--- config.mk ---
export PLATFORM = sky130hd
export DESIGN_NAME = gpio_led_pin_config
export DESIGN_NICKNAME = d
export VERILOG_FILES = /design/src/design/gpio_pkg.sv /design/src/design/irq_if.sv /design/src/design/pin_level_detect.sv /design/src/design/gpio_led_pin_config.sv
export SDC_FILE = /design/constraint.sdc
export NUM_CORES = 1
export LEC_CHECK = 0
export BUFFER_PORTS_ARGS = -buffer_cell sky130_fd_sc_hd__buf_2
export CORE_MARGIN = 2
export CORE_UTILIZATION = 45
export CTS_BUF_LIST = sky130_fd_sc_hd__clkbuf_16
export DETAILED_ROUTE_END_ITERATION = 16
export PLACE_DENSITY_LB_ADDON = 0.08
export RECOVER_POWER = 25
export SLEW_MARGIN = 25
export SYNTH_ARGS = -nofsm -noshare
export SYNTH_HDL_FRONTEND = slang
export SYNTH_HIERARCHICAL = 1
export SYNTH_SLANG_ARGS = --single-unit
--- constraint.sdc ---
create_clock -name ref_clk -period 4 [get_ports ref_clk]
set_input_delay 0.8 -clock ref_clk [delete_from_list [all_inputs] [get_ports ref_clk]]
set_output_delay 0.8 -clock ref_clk [all_outputs]
set_load 0.05 [all_outputs]
--- src/design/gpio_pkg.sv ---
// constants for the pin configuration block: map, fields, codes, timing
package gpio_pkg;

    // ==========================================================
    // register map (byte addresses)
    localparam logic [7:0] PIN_CONFIG_OFF = 8'h88;
    localparam logic [7:0] IRQ_STATUS_OFF = 8'hc0;
    localparam logic [7:0] IRQ_ENABLE_OFF = 8'hc4;

    // ==========================================================
    // field positions of pin_config_reg
    localparam int PIN_VALUE_LSB = 0;
    localparam int EXTRA_OUT_LSB = 3;
    localparam int DIRECTION_LSB = 8;
    localparam int DRIVE_TYPE_LSB = 16;
    localparam int EE_FUNC_LSB = 20;
    localparam int IRQ_LEVEL_LSB = 24;
    localparam int LED_SELECT_LSB = 28;
    localparam int NUM_PINS = 3;

    // writable bits: 30:28, 26:24, 22:20, 18:16, 10:8, 4:3 (2:0 written, read from pins)
    localparam logic [31:0] CFG_WMASK = 32'h7777_071f;
    localparam logic [31:0] CFG_RESET = 32'h0000_0000;
    localparam logic [2:0] IRQ_RESET = 3'h0;

    // ==========================================================
    // eeprom pin function codes
    localparam logic [2:0] EE_FUNC_EEPROM = 3'h0;
    localparam logic [2:0] EE_FUNC_EXTRA = 3'h1;
    localparam logic [2:0] EE_FUNC_RSVD_A = 3'h2;
    localparam logic [2:0] EE_FUNC_XA_RXDV = 3'h3;
    localparam logic [2:0] EE_FUNC_RSVD_B = 3'h4;
    localparam logic [2:0] EE_FUNC_TXEN_XB = 3'h5;
    localparam logic [2:0] EE_FUNC_TXEN_RXDV = 3'h6;
    localparam logic [2:0] EE_FUNC_CLOCKS = 3'h7;

    // ==========================================================
    // timing
    localparam int CLK_MHZ = 25;
    localparam int FILTER_NS = 40;
    localparam int FILTER_CYC_RAW = (FILTER_NS * CLK_MHZ + 999) / 1000;
    localparam int FILTER_CYC = (FILTER_CYC_RAW < 1) ? 1 : FILTER_CYC_RAW;

endpackage

--- src/design/irq_if.sv ---
// carrier between the register core and the pin level detector
`timescale 1ns/1ns
interface irq_if #(
    parameter int N = 3
);
    logic [N-1:0] level;
    logic [N-1:0] polarity;
    logic [N-1:0] hit;

    modport detect (
        input level,
        input polarity,
        output hit
    );
    modport core (
        output level,
        output polarity,
        input hit
    );
endinterface

--- src/design/pin_level_detect.sv ---
// qualifies pin levels as interrupt conditions after a minimum active time
`timescale 1ns/1ns
module pin_level_detect #(
    parameter int N = 3,
    parameter int CW = 4
) (
    input wire logic ref_clk,
    input wire logic sys_rst,
    irq_if.detect irq
);

    // ==========================================================
    // per pin run length of the active level
    localparam logic [CW-1:0] LIMIT = CW'(gpio_pkg::FILTER_CYC + 1);

    logic [N-1:0] active;
    logic [CW-1:0] run_r [N];

    always_comb begin
        active = ~(irq.level ^ irq.polarity);
    end

    // must be seen active at more than FILTER_CYC edges, i.e. longer than the filter time
    always_ff @(posedge ref_clk) begin
        for (int i = 0; i < N; i++) begin
            if (sys_rst || !active[i]) begin
                run_r[i] <= '0;
            end else if (run_r[i] != LIMIT) begin
                run_r[i] <= run_r[i] + CW'(1);
            end
        end
    end

    always_comb begin
        for (int i = 0; i < N; i++) begin
            irq.hit[i] = (run_r[i] == LIMIT);
        end
    end
endmodule

--- src/design/gpio_led_pin_config.sv ---
// gpio, led and eeprom pin configuration block with wishbone register access
//
// Local design decision: the Wishbone slave port.
`timescale 1ns/1ns
module gpio_led_pin_config #(
    parameter int N = 3
) (
    input wire logic ref_clk,
    input wire logic sys_rst,
    // wishbone slave
    input wire logic wb_cyc_i,
    input wire logic wb_stb_i,
    input wire logic wb_we_i,
    input wire logic [7:0] wb_adr_i,
    input wire logic [3:0] wb_sel_i,
    input wire logic [31:0] wb_dat_i,
    output logic [31:0] wb_dat_o,
    output logic wb_ack_o,
    output logic irq_o,
    // general purpose pins
    input wire logic [N-1:0] gpio_in,
    output logic [N-1:0] gpio_out,
    output logic [N-1:0] gpio_oe_n,
    input wire logic [N-1:0] led_in,
    // eeprom pins
    input wire logic eeprom_data_pin_in,
    output logic eeprom_data_pin_out,
    output logic eeprom_data_pin_oe_n,
    output logic eeprom_clock_pin,
    // eeprom controller side
    input wire logic ee_data_drive,
    input wire logic ee_data_out,
    input wire logic ee_clock,
    output logic ee_data_in,
    // debug signals
    input wire logic mii_tx_en,
    input wire logic mii_rx_dv,
    input wire logic mii_tx_clk,
    input wire logic mii_rx_clk
);

    // ==========================================================
    // declarations
    logic [31:0] cfg_r;
    logic [N-1:0] status_r;
    logic [N-1:0] status_nxt;
    logic [N-1:0] enable_r;
    logic ack_r;
    logic [31:0] rdata_r;
    logic irq_r;
    logic req;
    logic wr;
    logic [N-1:0] clr;
    logic [N-1:0] gp_out_nxt;
    logic [N-1:0] gp_oe_n_nxt;
    logic [N-1:0] gp_out_r;
    logic [N-1:0] gp_oe_n_r;
    logic ee_dat_nxt;
    logic ee_dat_oe_n_nxt;
    logic ee_clk_nxt;
    logic ee_dat_r;
    logic ee_dat_oe_n_r;
    logic ee_clk_r;
    logic ee_di_r;
    logic [2:0] ee_func;
    logic [1:0] extra_val;

    irq_if #(.N(N)) irq_bus ();

    // ==========================================================
    // helpers
    function automatic logic [31:0] merge_lanes(
        input logic [31:0] old_v,
        input logic [31:0] new_v,
        input logic [3:0] sel
    );
        logic [31:0] m;
        m = {{8{sel[3]}}, {8{sel[2]}}, {8{sel[1]}}, {8{sel[0]}}};
        merge_lanes = (old_v & ~m) | (new_v & m);
    endfunction

    function automatic logic [N-1:0] field(
        input logic [31:0] v,
        input int lsb
    );
        field = N'(v >> lsb);
    endfunction

    // ==========================================================
    // one wait state, ack for one cycle; a write lands at the edge the master sees ack
    assign req = wb_cyc_i && wb_stb_i && !ack_r;
    assign wr = wb_cyc_i && wb_stb_i && wb_we_i && ack_r;

    always_ff @(posedge ref_clk) begin
        if (sys_rst) begin
            ack_r <= 1'b0;
        end else begin
            ack_r <= req;
        end
    end

    // unmapped addresses still ack, read zero, writes dropped
    always_ff @(posedge ref_clk) begin
        if (sys_rst) begin
            rdata_r <= 32'h0000_0000;
        end else if (req && !wb_we_i) begin
            if (wb_adr_i == gpio_pkg::PIN_CONFIG_OFF) begin
                rdata_r <= (cfg_r & gpio_pkg::CFG_WMASK & ~32'h0000_0007) | 32'(gpio_in);
            end else if (wb_adr_i == gpio_pkg::IRQ_STATUS_OFF) begin
                rdata_r <= 32'(status_r);
            end else if (wb_adr_i == gpio_pkg::IRQ_ENABLE_OFF) begin
                rdata_r <= 32'(enable_r);
            end else begin
                rdata_r <= 32'h0000_0000;
            end
        end
    end

    assign wb_ack_o = ack_r;
    assign wb_dat_o = rdata_r;

    // ==========================================================
    // configuration register
    always_ff @(posedge ref_clk) begin
        if (sys_rst) begin
            cfg_r <= gpio_pkg::CFG_RESET;
        end else if (wr && wb_adr_i == gpio_pkg::PIN_CONFIG_OFF) begin
            cfg_r <= merge_lanes(cfg_r, wb_dat_i, wb_sel_i) & gpio_pkg::CFG_WMASK;
        end
    end

    assign ee_func = cfg_r[gpio_pkg::EE_FUNC_LSB +: 3];
    assign extra_val = cfg_r[gpio_pkg::EXTRA_OUT_LSB +: 2];

    // ==========================================================
    // interrupt status, enable and output
    assign irq_bus.level = gpio_in;
    assign irq_bus.polarity = field(cfg_r, gpio_pkg::IRQ_LEVEL_LSB);

    pin_level_detect #(.N(N), .CW(4)) u_detect (
        .ref_clk(ref_clk),
        .sys_rst(sys_rst),
        .irq(irq_bus)
    );

    always_comb begin
        clr = '0;
        if (wr && wb_adr_i == gpio_pkg::IRQ_STATUS_OFF && wb_sel_i[0]) begin
            clr = wb_dat_i[N-1:0];
        end
        // a level still present re-sets its bit over the clear
        status_nxt = (status_r & ~clr) | irq_bus.hit;
    end

    always_ff @(posedge ref_clk) begin
        if (sys_rst) begin
            status_r <= gpio_pkg::IRQ_RESET;
        end else begin
            status_r <= status_nxt;
        end
    end

    always_ff @(posedge ref_clk) begin
        if (sys_rst) begin
            enable_r <= gpio_pkg::IRQ_RESET;
        end else if (wr && wb_adr_i == gpio_pkg::IRQ_ENABLE_OFF && wb_sel_i[0]) begin
            enable_r <= wb_dat_i[N-1:0];
        end
    end

    always_ff @(posedge ref_clk) begin
        if (sys_rst) begin
            irq_r <= 1'b0;
        end else begin
            irq_r <= |(status_r & enable_r);
        end
    end

    assign irq_o = irq_r;

    // ==========================================================
    // general purpose pin drivers
    always_comb begin
        logic led;
        logic drv;
        logic val;
        led = 1'b0;
        drv = 1'b0;
        val = 1'b0;
        for (int i = 0; i < N; i++) begin
            led = cfg_r[gpio_pkg::LED_SELECT_LSB + i];
            drv = cfg_r[gpio_pkg::DRIVE_TYPE_LSB + i];
            val = led ? led_in[i] : cfg_r[gpio_pkg::PIN_VALUE_LSB + i];
            if (!led && !cfg_r[gpio_pkg::DIRECTION_LSB + i]) begin
                gp_out_nxt[i] = 1'b0;
                gp_oe_n_nxt[i] = 1'b1;
            end else if (drv) begin
                gp_out_nxt[i] = val;
                gp_oe_n_nxt[i] = 1'b0;
            end else begin
                // open drain: pull low for a zero, release for a one
                gp_out_nxt[i] = 1'b0;
                gp_oe_n_nxt[i] = val;
            end
        end
    end

    always_ff @(posedge ref_clk) begin
        if (sys_rst) begin
            gp_out_r <= '0;
            gp_oe_n_r <= '1;
        end else begin
            gp_out_r <= gp_out_nxt;
            gp_oe_n_r <= gp_oe_n_nxt;
        end
    end

    assign gpio_out = gp_out_r;
    assign gpio_oe_n = gp_oe_n_r;

    // ==========================================================
    // eeprom pin routing
    // outputs are registered, so routed debug clocks only show at half the
    // clock rate or slower; good enough for observation, not for timing
    always_comb begin
        ee_dat_nxt = 1'b0;
        ee_dat_oe_n_nxt = 1'b1;
        ee_clk_nxt = 1'b0;
        case (ee_func)
            gpio_pkg::EE_FUNC_EEPROM: begin
                ee_dat_nxt = ee_data_out;
                ee_dat_oe_n_nxt = !ee_data_drive;
                ee_clk_nxt = ee_clock;
            end
            gpio_pkg::EE_FUNC_EXTRA: begin
                ee_dat_nxt = extra_val[0];
                ee_dat_oe_n_nxt = 1'b0;
                ee_clk_nxt = extra_val[1];
            end
            gpio_pkg::EE_FUNC_XA_RXDV: begin
                ee_dat_nxt = extra_val[0];
                ee_dat_oe_n_nxt = 1'b0;
                ee_clk_nxt = mii_rx_dv;
            end
            gpio_pkg::EE_FUNC_TXEN_XB: begin
                ee_dat_nxt = mii_tx_en;
                ee_dat_oe_n_nxt = 1'b0;
                ee_clk_nxt = extra_val[1];
            end
            gpio_pkg::EE_FUNC_TXEN_RXDV: begin
                ee_dat_nxt = mii_tx_en;
                ee_dat_oe_n_nxt = 1'b0;
                ee_clk_nxt = mii_rx_dv;
            end
            gpio_pkg::EE_FUNC_CLOCKS: begin
                ee_dat_nxt = mii_tx_clk;
                ee_dat_oe_n_nxt = 1'b0;
                ee_clk_nxt = mii_rx_clk;
            end
            default: begin
                // reserved codes leave both pins quiet
                ee_dat_nxt = 1'b0;
                ee_dat_oe_n_nxt = 1'b1;
                ee_clk_nxt = 1'b0;
            end
        endcase
    end

    always_ff @(posedge ref_clk) begin
        if (sys_rst) begin
            ee_dat_r <= 1'b0;
            ee_dat_oe_n_r <= 1'b1;
            ee_clk_r <= 1'b0;
            ee_di_r <= 1'b0;
        end else begin
            ee_dat_r <= ee_dat_nxt;
            ee_dat_oe_n_r <= ee_dat_oe_n_nxt;
            ee_clk_r <= ee_clk_nxt;
            ee_di_r <= eeprom_data_pin_in;
        end
    end

    assign eeprom_data_pin_out = ee_dat_r;
    assign eeprom_data_pin_oe_n = ee_dat_oe_n_r;
    assign eeprom_clock_pin = ee_clk_r;
    assign ee_data_in = ee_di_r;
endmodule

==> qor.txt, run 1 <==
status - complete, but fails checks
failing checks - capacitance limit, slew limit
Initial Utilization - 0.456
I/O Buffers - 82
vias in the first global route - 2366
Comb pwr share - 0.087
Setup Buffers After CTS - 0
kind of critical path - input port to flip-flop
max-cap violation count - 1
Worst Path Arrival - 3.07 ns
# IOs - 107
register area share after synthesis - 0.439
1st-iter DRT viols - 103
detailed placer's ending HPWL - 5.37 mm
normalized max-slew margin - -0.434
fmax - 346 MHz
vias - 2584
Synth Area in Compound Gates - 0.135
CTS sink count - 70
Total Routing Usage GR - 0.181
Cells after Synth - 327
Cell variety after synth - 47
first-pass GRT wire length - 12.0 mm
proportion of synthesized area in mux cells - 0.0873
Power Density - 379 mW/mm²
Finished Layout Cells - 509
Main synth FF type - dfxtp_1
DRT Pass-1 Iters - 4
clock power share - 0.440
Leakage - 1.62 nW
Die ar. - 0.00843 mm²
Slew Viols, Final - 55
Cells after DPL - 494
DRC violations left - 0
Max Root-Sink Buffers - 2
synthesized flop and latch total - 70
DR vias/cell - 5.08
min Tclk post-route - 2.89 ns
Crit. End Element - flip-flop
GRT overflow - 0
Hold Buf Count CTS - 0
antenna cell count - 0
Worst-Skew Late Latency - 0.32 ns
ANT nets after route - 0
Final Hold Fails - 0
Synth Area per Inst - 10.6 µm²
Routed WL - 7.33 mm
final setup vio count - 0
FFs w/ async S/R, synth - 0
TNS Setup - 0 ns
largest net degree at the start of global routing - 55
sequential power share - 0.472
CTS Buf Count - 9
Std-Cell Core Area - 0.00761 mm²
antenna violations before repair - 0
post-DR wirelength/cell - 14.4 µm
largest family of logic cells by synthesized area - simple AND/OR/NAND/NOR gates
RSZ-0062 raised after global routing - no
CP Launch Type - input port
CTS root buf - clkbuf_16
mapped cell area - 0.00347 mm²
Core Rows - 32
Final #Nets - 472
layout cell share with drive strength beyond 1 - 0.270
IR drop worst, VDD - 230 µV
CTS tree - yes
Synth Area in Simple Gates - 0.211
xor-xnor portion of the synthesized cell area - 0.0152
FILL cells - 742
NetSw - 0.000377 W
Worst-path clk slew - 0.05 ns
post-CTS sizing - 0
gpl congestion - 0.778
Slowest-stage cell, CP - clkbuf_1
P_int - 0.00119 W
Area Growth Syn to Fin - 18.9%
cell chain of the critical path - clkbuf_1 > buf_4 > nand2b_1 > o32ai_1
H-tree depth - 3
Synth Warn # - 6
worst hold-check path type - flip-flop to flip-flop
Die Ht - 91.8 µm
Max Fanout on Critical Path - 54
Tcrit/Tclk final - 0.722
die width - 91.8 µm
Post-synth EDFFs - 12
switching part of the total - 0.242
adder-cell share of the synthesized area - 0.0216
worst slew pin tran - 2.15 ns
CP max stage delay - 1.51 ns
Final Skew - 0.00950 ns
WP data required - 4.18 ns
-- final timing paths --
check,start,end,slack (ns),depth (start not counted)
max,sys_rst,wb_dat_o[8],1.11,4
min,flip-flop,gpio_oe_n[0],0.46,1
max reg2reg,wb_ack_o,status_r[0],2.09,3
min reg2reg,flip-flop,gpio_oe_n[0],0.46,1
-- synth_stat cells (4+ instances only) --
library cell	number	share of area
dfxtp_1	58	0.33
nand2b_1	44	0.079
inv_1	30	0.032
mux2i_1	28	0.081
clkbuf_1	15	0.016
nor4_1	14	0.025
buf_4	12	0.026
edfxtp_1	12	0.10
nor2_1	12	0.013
o32ai_1	10	0.025
a21oi_1	9	0.013
o32ai_2	9	0.042
ha_1	6	0.022
o21bai_1	6	0.013
nor2b_1	4	0.0072
-- worst max-delay path, delay by kind of cell --
| family | cells | cell delay (ns) |
|---|---|---|
| buffers and inverters | 2 | 1.98 |
| and+or+nand+nor | 1 | 0.19 |
| AOI/OAI and AO/OA | 1 | 0.08 |
-- cells in the final DEF, fill, tap and decap left out, types with 4 or more instances in the layout --
cell type	instances
a21oi_1	9
buf_2	67
clkbuf_1	15
clkbuf_16	9
conb_1	12
dfxtp_1	58
edfxtp_1	12
ha_1	6
inv_1	31
mux2i_1	28
nand2b_1	44
nor2_1	12
nor2b_1	4
nor4_1	14
o21bai_1	6
o32ai_1	10
o32ai_2	9
-- cell type report --
type,instances,area [µm²],share of cell area
multi-input cells,207,1690,0.410
flip-flops and latches,70,1520,0.369
repair buffers,85,414,0.100
clock buffers,9,225,0.0546
well taps,102,128,0.0310
inverters,30,113,0.0273
clock inverters,6,31.3,0.00759
-- through the flow --
stage / utilization / area, µm² / setup WS [ns] / hold WS [ns] / total power, W
finish: 0.542 / 4120 / 1.11 / 0.458 / 0.00156
global route: 0.542 / 4120 / 0.844 / 0.487 / 0.00163
CTS: 0.544 / 4140 / 1.73 / 0.458 / 0.00158
detailed placement: 0.511 / 3880 / 1.38 / 0.451 / 0.000889
global placement: 0.511 / 3880 / 1.41 / 0.451 / 0.000888
floorplan: - / 3510 / 1.52 / 0.424 / 0.000852
-- layer usage --
metal / track usage / up-vias / part of all wire / wire, µm
met4: 0.0746 / 0 / 0.014 / 99
met2: 0.271 / 71 / 0.46 / 3360
met3: 0.0312 / 9 / 0.043 / 315
li1: - / 1298 / - / -
met5: 0 / - / 0 / 0
met1: 0.257 / 1206 / 0.49 / 3550
-- power by group through the flow --
stage	sequential, W	clock [W]	combinational [W]
2_1_floorplan	0.000759	0	0.0000932
3_3_place_gp	0.000752	0	0.000136
3_5_place_dp	0.000752	0	0.000137
4_1_cts	0.000737	0.000705	0.000137
5_1_grt	0.000739	0.000739	0.000149
6_report	0.000738	0.000688	0.000137
-- cell families after synthesis --
| family | after synthesis |
|---|---|
| xor+xnor | 6 |
| compound gates | 51 |
| flops | 70 |
| other cells | 1 |
| mux | 30 |
| fa+ha+maj | 6 |
| simple gates | 102 |
| buf+inv | 61 |
Note: power is estimated with default switching activity, not from simulation.
==> inputs of run 2 (changes only) <==
Settings changed: ABC_AREA set to 1.
Clock period 4 ns to 2.65 ns, I/O delays scaled along.
==> run 2 against run 1 <==
Compared with the run above:
- the run now ends clean
- area after synthesis shrank 2.6%
- clock-buffer cell count is the same
- wire length grew 3.0%
- utilization grew 1.4 points
- sequential power grew 52%
- via count grew 13%
- critical path type unchanged
- total power grew 48%
- register-to-register slack lost 1.0 ns
- clock skew shrank 0.0037 ns
- critical path depth is the same
- worst setup slack lost 0.52 ns
- global-route usage grew 1.1 points
==> qor.txt, run 2 <==
max-cap violation count - 0 (-1)
Crit. End Element - flip-flop
dominant cells by area after synthesis - dfxtp_1 34%, edfxtp_1 11%, nand2_1 9.4%
1st-iter DRT viols - 140 (+36%)
I/O Buffers - 82 (unchanged)
Post-synth EDFFs - 12 (unchanged)
layout cell share with drive strength beyond 1 - 0.247 (-0.0236)
Power Density - 572 mW/mm² (+51%)
final setup margin - 0.592 ns (-0.520 ns)
largest family of logic cells by synthesized area - simple AND/OR/NAND/NOR gates
Total Routing Usage GR - 0.192 (+0.0110)
adder-cell share of the synthesized area - 0.0222 (+0.000569)
Post-Place Setup Slack - 0.737 ns (-0.647 ns)
Synth Area in Compound Gates - 0.123 (-0.0127)
IR drop worst, VDD - 336 µV (+46%)
Worst-path clk slew - 0.05 ns (about the same)
switching part of the total - 0.236 (-0.00596)
Synth Area in Simple Gates - 0.273 (+0.0626)
Cell variety after synth - 31 (-34%)
CTS Buf Count - 9 (unchanged)
most common cell after layout, fill and taps aside - nand2_1
Cells after Synth - 436 (+33%)
antenna cell count - 0 (unchanged)
Tcrit/Tclk final - 0.776
Synth Area per Inst - 7.75 µm² (-27%)
post-CTS sizing - 0 (unchanged)
H-tree depth - 3 (unchanged)
FILL cells - 737 (-0.67%)
detailed placer's ending HPWL - 5.55 mm (+3.3%)
Post-synth top cells - 85 x nand2_1, 67 x inv_1, 58 x dfxtp_1
antenna violations before repair - 0 (unchanged)
kind of critical path - input port to flip-flop
Final Skew - 0.00585 ns (-0.00365 ns)
Synth area leader - dfxtp_1
worst hold-check path type - input port to flip-flop
gpl congestion - 0.770 (-1.0%)
DRC violations left - 0 (unchanged)
WP data required - 2.65 ns (-1.53 ns)
first-pass GRT wire length - 12.6 mm (+5.0%)
# IOs - 107 (unchanged)
GRT overflow - 0 (unchanged)
largest net degree at the start of global routing - 26 (-53%)
P_int - 0.00176 W (+49%)
fmax - 486 MHz
Max Fanout on Critical Path - 12 (-78%)
Routed WL - 7.55 mm (+3.0%)
RSZ-0062 raised after global routing - no
Std-Cell Core Area - 0.00725 mm² (-4.7%)
Seq. cell area - 0.00152 mm² (unchanged)
clock power share - 0.435 (-0.005)
Worst-Skew Late Latency - 0.32 ns (about the same)
NetSw - 0.000544 W (+44%)
top-count cell post-synth - nand2_1
post-DR wirelength/cell - 12.1 µm (-16%)
TNS Setup - 0 ns (unchanged)
mapped cell area - 0.00338 mm² (-2.6%)
CTS root buf - clkbuf_16
DR vias/cell - 4.68 (-7.9%)
Core Rows - 31 (-3.1%)
die width - 90.7 µm (-1.2%)
register area share after synthesis - 0.450 (+0.0115)
Max Root-Sink Buffers - 2 (unchanged)
most frequent cells in the layout - 85 x nand2_1, 81 x buf_2, 68 x inv_1
CTS tree - yes
Power Total - 0.00231 W (+48%)
final setup vio count - 0 (unchanged)
worst slew pin tran - 0.783 ns (-1.37 ns)
normalized max-slew margin - 0.478 (+0.912)
CTS sink count - 70 (unchanged)
Die ar. - 0.00822 mm² (-2.4%)
vias in the first global route - 2727 (+15%)
DRT Pass-1 Iters - 4 (unchanged)
FFs w/ async S/R, synth - 0 (unchanged)
Hold Buf Count CTS - 0 (unchanged)
min Tclk post-route - 2.06 ns
Setup Buffers After CTS - 0 (unchanged)
area of the multi-input gates - 0.00146 mm² (-14%)
Die Ht - 90.7 µm (-1.2%)
sequential power share - 0.483 (+0.011)
status - finished, final reports clean
top cell type's share of synthesized area - 0.344 (+0.00880)
Final Hold Fails - 0 (unchanged)
Slew Viols, Final - 0 (-100%)
Leakage - 1.85 nW (+14%)
Main synth FF type - dfxtp_1
vias - 2909 (+13%)
ANT nets after route - 0 (unchanged)
xor-xnor portion of the synthesized cell area - 0.00777 (-0.00738)
Comb pwr share - 0.082 (-0.005)
proportion of synthesized area in mux cells - 0 (-0.0873)
CP Launch Type - input port
Worst Path Arrival - 2.06 ns (-1.01 ns)
Area Growth Syn to Fin - 19.3%
Synth Warn # - 6 (unchanged)
Initial Utilization - 0.466 (+0.0100)
hold slack - 0.414 ns (-0.0441 ns)
Final #Nets - 589 (+25%)
synthesized flop and latch total - 70 (unchanged)
-- run 2: power groups by stage --
stage | registers, W | clock network [W] | logic (W)
2_1_floorplan | 0.00115 | 0 | 0.000126
3_3_place_gp | 0.00114 | 0 | 0.000192
3_5_place_dp | 0.00114 | 0 | 0.000193
4_1_cts | 0.00112 | 0.00103 | 0.000194
5_1_grt | 0.00112 | 0.00107 | 0.000210
6_report | 0.00112 | 0.00100 | 0.000189
-- run 2: per-stage QoR --
step	util	cells	area, µm²
6_report	0.556	622	4030
3_3_place_gp	0.526	608	3810
4_1_cts	0.560	622	4060
3_5_place_dp	0.526	608	3810
5_1_grt	0.556	622	4030
2_1_floorplan	-	447	3420
-- run 2: worst paths after layout --
path	end	cells after the start	slack (ns)	from
setup reg to reg	wb_dat_o[4]	5	1.07	wb_ack_o
setup / recovery	u_detect/run_r[1][2]	4	0.59	sys_rst
hold / removal	ee_data_in	3	0.41	eeprom_data_pin_in
hold reg to reg	wb_dat_o[9]	2	0.46	flip-flop
-- run 2: layer usage --
layer  up-vias  global-route usage  part of all wire
met1      1317               0.245              0.46
met4         0              0.0679            0.0049
met3         2              0.0351             0.051
met2        63               0.324              0.49
li1       1527                   -                 -
met5         -                   0                 0
-- run 2: cells by family (layout without fill, tap and decap cells) --
family / Yosys count / count (layout)
and+or+nand+nor: 195 / 195
buffers and inverters: 91 / 167
AOI/OAI and AO/OA: 70 / 70
DFF: 70 / 70
adders and majority gates: 6 / 6
xor gates and xnor gates: 3 / 3
other: 1 / 12
-- run 2: cell type report --
type                            count  share of cell area
Clock buffer                        9              0.0558
Clock inverter                      5             0.00527
Inverter                           69              0.0642
Multi-Input combinational cell    286               0.362
Sequential cell                    70               0.377
Tap cell                           99              0.0307
Timing Repair Buffer               84               0.104
-- run 2: worst max-delay path, cell delays in order --
cell,delay [ns]
clkbuf_1,0.48
clkbuf_1,0.66
a21oi_1,0.13
nand3_1,0.24
